**src/rtl/dpcd_params.svh**
```systemverilog
// register offsets, field positions, widths and reset values of the pulse counter and digital port
`ifndef DPCD_PARAMS_SVH
`define DPCD_PARAMS_SVH

`define DPCD_ADDR_W 12
`define DPCD_DATA_W 32
`define DPCD_CNT_W 32
`define DPCD_NUM_CNT 2
`define DPCD_DIO_W 6

`define DPCD_OFS_SNAP1 12'h204
`define DPCD_OFS_SNAP2 12'h214
`define DPCD_OFS_FETCH1 12'h224
`define DPCD_OFS_FETCH2 12'h234
`define DPCD_OFS_GATE 12'h300
`define DPCD_OFS_CLEAR 12'h310
`define DPCD_OFS_LATCH 12'h320
`define DPCD_OFS_IN_ALL 12'h400
`define DPCD_OFS_OUT_ALL 12'h410
`define DPCD_OFS_OUT_HIGH 12'h414
`define DPCD_OFS_OUT_LOW 12'h418
`define DPCD_OFS_EVENT 12'h420
`define DPCD_OFS_IN_BIT0 12'h440
`define DPCD_OFS_IN_BIT5 12'h454

`define DPCD_CNT_IN_LSB 4
`define DPCD_TRIG_BIT 6
`define DPCD_RST_GATE 2'h0
`define DPCD_RST_OUT 6'h00
`define DPCD_IDLE_TRIG 1'b1

`endif

```
**src/rtl/dpcd_pkg.sv**
```systemverilog
// types shared by the pulse counter and digital port modules
package dpcd_pkg;
    typedef enum logic [3:0] {
        REG_NONE = 4'h0,
        REG_SNAP1 = 4'h1,
        REG_SNAP2 = 4'h2,
        REG_FETCH1 = 4'h3,
        REG_FETCH2 = 4'h4,
        REG_GATE = 4'h5,
        REG_CLEAR = 4'h6,
        REG_LATCH = 4'h7,
        REG_IN_ALL = 4'h8,
        REG_IN_BIT = 4'h9,
        REG_OUT_ALL = 4'ha,
        REG_OUT_HIGH = 4'hb,
        REG_OUT_LOW = 4'hc,
        REG_EVENT = 4'hd
    } dpcd_reg_type;
endpackage

```
**src/rtl/dpcd_cnt_if.sv**
```systemverilog
// control and result signals between the top and one counter
`timescale 1ns/1ps
`default_nettype none
interface dpcd_cnt_if #(parameter int WIDTH = 32);
    logic gate;
    logic clear;
    logic latch;
    logic inc;
    logic [WIDTH-1:0] count;
    logic [WIDTH-1:0] snapshot;
    modport ctrl (output gate, output clear, output latch, output inc, input count, input snapshot);
    modport cnt (input gate, input clear, input latch, input inc, output count, output snapshot);
endinterface
`default_nettype wire

```
**src/rtl/dpcd_counter.sv**
```systemverilog
// one 32-bit pulse counter with its snapshot register
`timescale 1ns/1ps
`default_nettype none
module dpcd_counter #(
    parameter int WIDTH = 32
) (
    // clock and reset
    input wire logic sys_clk,
    input wire logic rst_n,
    // control from the top
    dpcd_cnt_if.cnt bus
);
    if (WIDTH < 2) begin : g_chk
        $error("dpcd_counter: WIDTH must be at least 2");
    end

    // clear wins over a coincident edge; wraps silently past all ones
    always_ff @(posedge sys_clk or negedge rst_n) begin
        if (!rst_n) begin
            bus.count <= '0;
        end else if (bus.clear) begin
            bus.count <= '0;
        end else if (bus.gate && bus.inc) begin
            bus.count <= bus.count + WIDTH'(1);
        end
    end

    // snapshot takes the count as it stood before any same-cycle clear
    always_ff @(posedge sys_clk or negedge rst_n) begin
        if (!rst_n) begin
            bus.snapshot <= '0;
        end else if (bus.latch) begin
            bus.snapshot <= bus.count;
        end
    end
endmodule // dpcd_counter
`default_nettype wire

```
**src/rtl/dpcd_sync_edge.sv**
```systemverilog
// two-stage synchroniser with rising-edge detection for pin inputs
`timescale 1ns/1ps
`default_nettype none
module dpcd_sync_edge #(
    parameter int WIDTH = 7,
    parameter logic [WIDTH-1:0] IDLE = '0
) (
    // clock and reset
    input wire logic sys_clk,
    input wire logic rst_n,
    // pins and synchronised results
    input wire logic [WIDTH-1:0] asyncIn,
    output logic [WIDTH-1:0] level,
    output logic [WIDTH-1:0] rise
);
    logic [WIDTH-1:0] meta;
    logic [WIDTH-1:0] prev;

    // first stage is read only by the second stage; reset to idle levels so no false edge follows reset
    always_ff @(posedge sys_clk or negedge rst_n) begin
        if (!rst_n) begin
            meta <= IDLE;
            level <= IDLE;
            prev <= IDLE;
        end else begin
            meta <= asyncIn;
            level <= meta;
            prev <= level;
        end
    end

    // edge taken after synchronisation so one edge yields one pulse
    assign rise = level & ~prev;
endmodule // dpcd_sync_edge
`default_nettype wire

```
**src/rtl/dpcd_top.sv**
```systemverilog
// two pulse counters with snapshots, six-bit digital port and trigger event
//
// Our own choices: the strobed register port and the register offsets.
`timescale 1ns/1ps
`default_nettype none
`include "dpcd_params.svh"

//
// Contract
// - two independent unsigned 32-bit counters
// - count up once per input rising edge
// - snapshot copied only on command, reads use it; a fetch read also copies it and returns the live count
// - one command bit per counter
// - gate one counts, gate zero stops
// - gate write sets both counters at once
// - snapshot bit one copies, zero does nothing
// - snapshot and clear bits self-clear
// - gate setting persists until rewritten
// - plain read returns snapshot without copying
// - six digital inputs and six outputs
// - top two inputs also count, still readable
// - read one or all, write all, set/clear one
// - trigger rising edge raises immediate event
// - clear bit one zeroes live count
module dpcd_top #(
    parameter int CNT_W = `DPCD_CNT_W,
    parameter int DIO_W = `DPCD_DIO_W
) (
    // clock and reset
    input wire logic sys_clk,
    input wire logic rst_n,
    // register port
    input wire logic [`DPCD_ADDR_W-1:0] addr,
    input wire logic [`DPCD_DATA_W-1:0] wrData,
    input wire logic wrStrobe,
    input wire logic rdStrobe,
    output logic [`DPCD_DATA_W-1:0] rdData,
    // digital port and trigger pins
    input wire logic [DIO_W-1:0] read_single_input,
    input wire logic trigIn,
    output logic [DIO_W-1:0] digOut,
    // event to start the event-driven process
    output logic eventStart,
    output logic eventFlag
);
    localparam int NCNT = `DPCD_NUM_CNT;

    if (CNT_W < 2 || CNT_W > `DPCD_DATA_W) begin : g_chk_cnt
        $error("dpcd_top: CNT_W must lie between 2 and the data width");
    end
    if (DIO_W != `DPCD_DIO_W) begin : g_chk_dio
        $error("dpcd_top: the port layout serves exactly six lines");
    end

    // address decode, shared by the write and read paths
    function automatic dpcd_pkg::dpcd_reg_type decodeAddr(input logic [`DPCD_ADDR_W-1:0] a);
        dpcd_pkg::dpcd_reg_type r;
        r = dpcd_pkg::REG_NONE;
        unique case (a)
            `DPCD_OFS_SNAP1: r = dpcd_pkg::REG_SNAP1;
            `DPCD_OFS_SNAP2: r = dpcd_pkg::REG_SNAP2;
            `DPCD_OFS_FETCH1: r = dpcd_pkg::REG_FETCH1;
            `DPCD_OFS_FETCH2: r = dpcd_pkg::REG_FETCH2;
            `DPCD_OFS_GATE: r = dpcd_pkg::REG_GATE;
            `DPCD_OFS_CLEAR: r = dpcd_pkg::REG_CLEAR;
            `DPCD_OFS_LATCH: r = dpcd_pkg::REG_LATCH;
            `DPCD_OFS_IN_ALL: r = dpcd_pkg::REG_IN_ALL;
            `DPCD_OFS_OUT_ALL: r = dpcd_pkg::REG_OUT_ALL;
            `DPCD_OFS_OUT_HIGH: r = dpcd_pkg::REG_OUT_HIGH;
            `DPCD_OFS_OUT_LOW: r = dpcd_pkg::REG_OUT_LOW;
            `DPCD_OFS_EVENT: r = dpcd_pkg::REG_EVENT;
            default: begin
                if (a >= `DPCD_OFS_IN_BIT0 && a <= `DPCD_OFS_IN_BIT5 && a[1:0] == 2'h0) begin
                    r = dpcd_pkg::REG_IN_BIT;
                end
            end
        endcase
        return r;
    endfunction

    // bit index carried in the low bits of the set/clear data
    function automatic logic [DIO_W-1:0] bitMask(input logic [`DPCD_DATA_W-1:0] d);
        logic [DIO_W-1:0] m;
        m = '0;
        if (d[2:0] < 3'h6) begin
            m[d[2:0]] = 1'b1;
        end
        return m;
    endfunction

    // synchronised pins: six data inputs plus the trigger on top
    logic [DIO_W:0] pinLevel;
    logic [DIO_W:0] pinRise;

    dpcd_sync_edge #(
        .WIDTH(DIO_W + 1),
        .IDLE({`DPCD_IDLE_TRIG, {DIO_W{1'b0}}})
    ) u_sync (
        .sys_clk(sys_clk),
        .rst_n(rst_n),
        .asyncIn({trigIn, read_single_input}),
        .level(pinLevel),
        .rise(pinRise)
    );

    dpcd_cnt_if #(.WIDTH(CNT_W)) cntBus [NCNT] ();

    dpcd_pkg::dpcd_reg_type wrSel;
    dpcd_pkg::dpcd_reg_type rdSel;
    logic wrGate;
    logic wrClear;
    logic wrLatch;
    logic [NCNT-1:0] gate;
    logic [NCNT-1:0] fetchReq;
    logic [CNT_W-1:0] liveCount [NCNT];
    logic [CNT_W-1:0] snapValue [NCNT];

    assign wrSel = wrStrobe ? decodeAddr(addr) : dpcd_pkg::REG_NONE;
    assign rdSel = rdStrobe ? decodeAddr(addr) : dpcd_pkg::REG_NONE;
    assign wrGate = (wrSel == dpcd_pkg::REG_GATE);
    assign wrClear = (wrSel == dpcd_pkg::REG_CLEAR);
    assign wrLatch = (wrSel == dpcd_pkg::REG_LATCH);
    assign fetchReq = {rdSel == dpcd_pkg::REG_FETCH2, rdSel == dpcd_pkg::REG_FETCH1};

    // gate flops hold their value between writes; both bits written together
    always_ff @(posedge sys_clk or negedge rst_n) begin
        if (!rst_n) begin
            gate <= `DPCD_RST_GATE;
        end else if (wrGate) begin
            gate <= wrData[NCNT-1:0];
        end
    end

    // per-counter controls: command strobes are one-cycle pulses, never stored
    for (genvar i = 0; i < NCNT; i++) begin : g_cnt
        assign cntBus[i].gate = gate[i];
        assign cntBus[i].clear = wrClear && wrData[i];
        assign cntBus[i].latch = (wrLatch && wrData[i]) || fetchReq[i];
        assign cntBus[i].inc = pinRise[`DPCD_CNT_IN_LSB + i];
        assign liveCount[i] = cntBus[i].count;
        assign snapValue[i] = cntBus[i].snapshot;

        dpcd_counter #(
            .WIDTH(CNT_W)
        ) u_cnt (
            .sys_clk(sys_clk),
            .rst_n(rst_n),
            .bus(cntBus[i])
        );
    end

    // output port: word write, then single-bit set or clear
    always_ff @(posedge sys_clk or negedge rst_n) begin
        if (!rst_n) begin
            digOut <= `DPCD_RST_OUT;
        end else begin
            unique case (wrSel)
                dpcd_pkg::REG_OUT_ALL: digOut <= wrData[DIO_W-1:0];
                dpcd_pkg::REG_OUT_HIGH: digOut <= digOut | bitMask(wrData);
                dpcd_pkg::REG_OUT_LOW: digOut <= digOut & ~bitMask(wrData);
                default: digOut <= digOut;
            endcase
        end
    end

    // trigger: one-cycle start pulse plus a sticky flag; a new edge beats the clear
    always_ff @(posedge sys_clk or negedge rst_n) begin
        if (!rst_n) begin
            eventStart <= 1'b0;
        end else begin
            eventStart <= pinRise[`DPCD_TRIG_BIT];
        end
    end

    always_ff @(posedge sys_clk or negedge rst_n) begin
        if (!rst_n) begin
            eventFlag <= 1'b0;
        end else if (pinRise[`DPCD_TRIG_BIT]) begin
            eventFlag <= 1'b1;
        end else if (wrSel == dpcd_pkg::REG_EVENT && wrData[0]) begin
            eventFlag <= 1'b0;
        end
    end

    // read path: data stand in the cycle after the strobe, zero otherwise
    always_ff @(posedge sys_clk or negedge rst_n) begin
        if (!rst_n) begin
            rdData <= '0;
        end else begin
            unique case (rdSel)
                dpcd_pkg::REG_SNAP1: rdData <= `DPCD_DATA_W'(snapValue[0]);
                dpcd_pkg::REG_SNAP2: rdData <= `DPCD_DATA_W'(snapValue[1]);
                // fetch returns the value being copied into the snapshot this cycle
                dpcd_pkg::REG_FETCH1: rdData <= `DPCD_DATA_W'(liveCount[0]);
                dpcd_pkg::REG_FETCH2: rdData <= `DPCD_DATA_W'(liveCount[1]);
                dpcd_pkg::REG_GATE: rdData <= `DPCD_DATA_W'(gate);
                dpcd_pkg::REG_IN_ALL: rdData <= `DPCD_DATA_W'(pinLevel[DIO_W-1:0]);
                dpcd_pkg::REG_IN_BIT: rdData <= `DPCD_DATA_W'(pinLevel[addr[4:2]]);
                dpcd_pkg::REG_OUT_ALL: rdData <= `DPCD_DATA_W'(digOut);
                dpcd_pkg::REG_EVENT: rdData <= `DPCD_DATA_W'(eventFlag);
                default: rdData <= '0;
            endcase
        end
    end
endmodule // dpcd_top
`default_nettype wire

```
**config.mk**
```make
export PLATFORM = sky130hd
export DESIGN_NAME = dpcd_top
export DESIGN_NICKNAME = d
export VERILOG_FILES = /design/src/rtl/dpcd_pkg.sv /design/src/rtl/dpcd_cnt_if.sv /design/src/rtl/dpcd_counter.sv /design/src/rtl/dpcd_sync_edge.sv /design/src/rtl/dpcd_top.sv
export VERILOG_INCLUDE_DIRS = /design/src /design/src/rtl
export SDC_FILE = /design/constraint.sdc
export NUM_CORES = 1
export LEC_CHECK = 0
export BUFFER_PORTS_ARGS = -buffer_cell sky130_fd_sc_hd__buf_2
export CORE_MARGIN = 1
export CORE_UTILIZATION = 55
export CTS_BUF_LIST = sky130_fd_sc_hd__clkbuf_4
export DETAILED_ROUTE_END_ITERATION = 8
export PLACE_DENSITY = 0.86
export SYNTH_ARGS = -nofsm -noshare
export SYNTH_HDL_FRONTEND = slang
export SYNTH_HIERARCHICAL = 1
export SYNTH_SLANG_ARGS = --single-unit
```
**constraint.sdc**
```tcl
create_clock -name sys_clk -period 4.8 [get_ports sys_clk]
set_clock_uncertainty 0.2 [all_clocks]
set_input_delay 0.72 -clock sys_clk [delete_from_list [all_inputs] [get_ports sys_clk]]
set_output_delay 0.72 -clock sys_clk [all_outputs]
set_load 0.005 [all_outputs]
```
==> reports/metrics.cfg, run 1 <==
[grt]
grt_max_degree = 138
grt_use_total = 0.255
grt_pass1_wl_mm = 33.4
grt_pass1_vias = 6564
antenna_found_initial = 1
overflow = 0

[timing]
setup_viol = 0
maxSlewHeadroom = 0.304
holdWs_ns = 0.0351
fin_tns_setup_ns = 0
timing.fmax_ghz = 0.290
rsz0062_at_grt = no
worst_pin_slew_ns = 1.04
slew_viol_final = 0
min_period_ns = 3.45
fin_crit_sh = 0.718
hold_viol = 0

[layout]
fin_area_sq_um = 9870
nets = 923
drive_above_1_share = 0.233
area_growth_pct = 8.97
finalNonFillerCells = 1096

[setup_path]
critPathKind = primary input to flop
cp.arrival_ns = 3.71
crit_path_start_kind = primary input
cp-end-kind = flop
reg2reg_slack_ns = 2.39
worst_ep_required_time_ns = 5.07
crit_fanout = 27

[outcome]
outcome = complete, no violations

[clock_tree]
cts-buffers-inserted = 17
clk_pin_slew_ns = 0.16
htreeDepth = 4
cts.sinks = 187
worstSkewPairLatency_ns = 0.59
clock_path_buffers = 2
cts_tree = built
postCtsSetupRepairBufs = 0
root_buffer = clkbuf_4

[drt]
viasPerCell = 6.26
detail-route-antenna-nets = 0
wire_per_inst_um = 18.3
wirelength_mm = 20.0
first_pass_iters = 5
vias = 6861
drc = 0
drt_iter0_drc = 702

[power]
powerDensity_nw_per_um2 = 260
peakVddDrop_v = 0.000143
fin_total_pwr_mw = 2.57
leakage_nw = 4.23

[die]
die_w_um = 130
die-area_sq_um = 17000
coreArea_sq_um = 16000
start_util = 0.566
core.rowCount = 46
fp.dieH_um = 130
ioPinCount = 95

[place]
dp.cells = 1057
io_buffers = 68
hpwl_mm = 13.2
placed_area_sq_um = 9520
place.gp.congestion = 0.831

[synthesis]
syn_avg_cell_area_sq_um = 11.1
synthesis.area_sq_um = 9060
syn_nets = 872
syn_inst = 815
yosysWarnings = 6

[job]
drv_cap = 0

[worst_hold_path]
worstHoldPathType = primary input to flop

-- registers in the layout (all words and copies together) (netlist names) --
name	cells
digOut	6
eventFlag	1
eventStart	1
g_cnt.u_cnt/bus.count	64
g_cnt.u_cnt/bus.snapshot	64
gate	2
rdData	32
u_sync/level	7
u_sync/meta	7
u_sync/prev	3
-- final timing paths --
path | start | to | cells past startpoint
hold / removal | read_single_input[5] | u_sync/meta[5] | 1
min in group asynchronous | rst_n | g_cnt[1].u_cnt/bus.snapshot[21] | 1
hold reg to reg | u_sync/meta[3] | u_sync/level[3] | 0
setup reg to reg | g_cnt[1].u_cnt/bus.count[10] | g_cnt[1].u_cnt/bus.count[31] | 5
max in group asynchronous | rst_n | g_cnt[1].u_cnt/bus.count[9] | 2
setup / recovery | addr[7] | g_cnt[1].u_cnt/bus.snapshot[7] | 10
-- cells in the final DEF (no fill, tap or decap), types with 12 or more instances in the layout --
cell type / count
a21oi_1: 28
a221o_1: 29
a22oi_1: 33
and4_1: 15
buf_2: 67
buf_4: 13
clkbuf_4: 19
dfrtp_1: 184
inv_1: 12
mux2_2: 68
nand2_1: 40
nand3_1: 38
nand4_1: 25
nor2_1: 78
nor2b_1: 14
o21ai_0: 12
o31ai_1: 12
or4_1: 12
xor2_1: 36
-- area by class of cell --
cell class	count	area [sq um]
Fill cell	1233	6130
Inverter	12	45.0
Antenna cell	1	2.50
Multi-Input combinational cell	561	4080
Tap cell	216	270
Sequential cell	187	4680
Clock buffer	19	143
Clock inverter	13	140
Timing Repair Buffer	87	507
-- critical path, stage by stage --
cell and delay (ns):
buf_2 0.10, nor3_1 0.39, and2_1 0.24, nor3b_1 0.19, a2bb2oi_1 0.29, or2_2 0.52, nand2_1 0.18, a21boi_4 0.27
buf_4 0.41, mux2_2 0.40
-- metal layers --
layer,track usage,part of all wire
met1,0.351,0.44
met2,0.405,0.49
met3,0.0529,0.057
met4,0.0862,0.020
met5,0,0
-- power breakdown --
part	internal (mW)	leakage, nW	total [mW]	switching (mW)
registers	1.59	2.26	1.60	0.00959
clock network	0.322	0.141	0.862	0.540
logic	0.0357	1.83	0.106	0.0707
-- repair_timing --
action,CTS,global route
hold endpoints to repair,6,0
resized for setup,0,0
hold buffers,6,0
-- metrics by stage --
step                 util  setup slack [ns]
CTS                 0.617              1.42
global route        0.617              1.16
global placement    0.595             0.808
finish              0.617              1.35
floorplan               -              1.12
detailed placement  0.595             0.829
Power figures use the tool's default switching activity.
==> run 2, diff against run 1 <==
ABC_AREA = 1   (was not set)
clock period = 3.24 ns   (was 4.8 ns; I/O delays follow)
==> run 2 against run 1 <==
Against the previous run:
- clock power is 45% higher
- wire length up 23%
- largest cell class unchanged
- register-to-register slack lost 1.1 ns
- highest routed layer unchanged
==> reports/metrics.cfg, run 2 <==
[place]
io_buffers = 68
place.gp.congestion = 0.946
placed_area_sq_um = 10500
hpwl_mm = 18.0

[clock_tree]
ctsHoldBuffers = 10
clk_pin_slew_ns = 0.16
clock_path_buffers = 2
root_buffer = clkbuf_4
cts-buffers-inserted = 17
postCtsSetupRepairBufs = 0
cts_resized = 0
htreeDepth = 4
worstSkewPairLatency_ns = 0.59
cts_tree = built
cts.sinks = 187

[die]
start_util = 0.566
ioPinCount = 95
coreArea_sq_um = 17400
die_w_um = 136
core.rowCount = 48
fp.dieH_um = 136
die-area_sq_um = 18400

[setup_path]
cp.arrival_ns = 2.89
crit_path_start_kind = primary input
critPathKind = primary input to flop
crit_fanout = 37
worst_ep_required_time_ns = 3.53
cp-end-kind = flop

[timing]
worst_pin_slew_ns = 0.767
min_period_ns = 2.61
fin_crit_sh = 0.805
timing.fmax_ghz = 0.383
slew_viol_final = 0
setup_viol = 0
rsz0062_at_grt = no
holdWs_ns = 0.0439
fin_tns_setup_ns = 0
hold_viol = 0
maxSlewHeadroom = 0.489

[layout]
fillCellCount = 1405
multi_input_area_sq_um = 4560
reg_top3 = g_cnt.u_cnt/bus.count: 64 flops, g_cnt.u_cnt/bus.snapshot: 64 flops, rdData: 32 flops
fin_area_sq_um = 10900
final_common_cell = nand2_1
nets = 1348
layout_common_cells = nand2_1, dfrtp_1, nor2_1
area_growth_pct = 10.9
seqCellArea_sq_um = 4680
drive_above_1_share = 0.203
antennaDiodeCount = 0

[grt]
overflow = 0
grt_pass1_wl_mm = 41.0
grt_max_degree = 97
grt_use_total = 0.289
grt_pass1_vias = 8276
antenna_found_initial = 0

[synthesis]
syn_avg_cell_area_sq_um = 8.17
synthesis.area_sq_um = 9820
yosysWarnings = 6
syn_nets = 1259
syn_inst = 1202

[job]
drv_cap = 0

[drt]
met2_wirelength_mm = 11.7
viasPerCell = 5.63
vias = 8613
detail-route-antenna-nets = 0
wirelength_mm = 24.6
met1Wirelength_mm = 10.3
routed-wl-met3_mm = 1.51
drc = 0
first_pass_iters = 5
wire_per_inst_um = 16.1
drt_iter0_drc = 742
highest_layer = met4

[power]
leakage_nw = 5.52
powerDensity_nw_per_um2 = 344
peakVddDrop_v = 0.000267

[worst_hold_path]
worstHoldPathType = primary input to flop

[outcome]
outcome = complete, no violations

[run 2: worst paths after layout]
check                                 from                              end  slack, ns  depth (start not counted)
max in group asynchronous            rst_n  g_cnt[1].u_cnt/bus.snapshot[25]       1.76                          3
max                               addr[11]  g_cnt[1].u_cnt/bus.snapshot[13]       0.63                         13
min                              wrData[5]                        digOut[5]       0.04                          5
min in group asynchronous            rst_n                        rdData[5]       0.27                          2
min reg2reg                 u_sync/meta[3]                  u_sync/level[3]       0.16                          0
max reg2reg                u_sync/level[4]     g_cnt[0].u_cnt/bus.count[21]       1.29                         10
[run 2: per-layer routing]
layer | vias to the layer above | global-route usage
met3 | 72 | 0.0438
met4 | 0 | 0.150
met2 | 352 | 0.473
li1 | 4080 | -
met5 | - | 0
met1 | 4109 | 0.371
[run 2: area by class of cell]
class / instances / share of cell area
clock buffer: 17 / 0.0117
clock inverter: 15 / 0.0142
inverter: 117 / 0.0406
multi-input combinational: 872 / 0.418
sequential: 187 / 0.430
tap: 225 / 0.0258
timing repair buffer: 96 / 0.0594
[run 2: through the flow]
| stage | power [mW] | std cells | setup slack (ns) | utilization |
|---|---|---|---|---|
| 3_5_place_dp | 2.54 | 1487 | 0.0316 | 0.605 |
| 5_1_grt | 3.90 | 1529 | 0.493 | 0.628 |
| 4_1_cts | 3.79 | 1529 | 0.688 | 0.628 |
| 6_report | 3.75 | 1529 | 0.632 | 0.628 |
| 2_1_floorplan | 2.44 | 1202 | 0.368 | - |
| 3_3_place_gp | 2.53 | 1487 | 0.169 | 0.605 |
[run 2: power breakdown]
group / internal [mW] / switching (mW)
registers: 2.36 / 0.0106
clock network: 0.348 / 0.902
logic: 0.0443 / 0.0918
total: 2.75 / 1.00
[run 2: worst max-delay path, cell delays in order]
cell     delay (ns)
buf_2          0.10
or2_1          0.24
nor2_1         0.15
nand2_1        0.10
nor2_2         0.16
nand3_1        0.11
nand2_2        0.09
nand2_1        0.10
nor2_1         0.21
nand4_1        0.25
o21ai_4        0.25
buf_12         0.23
mux2_2         0.37
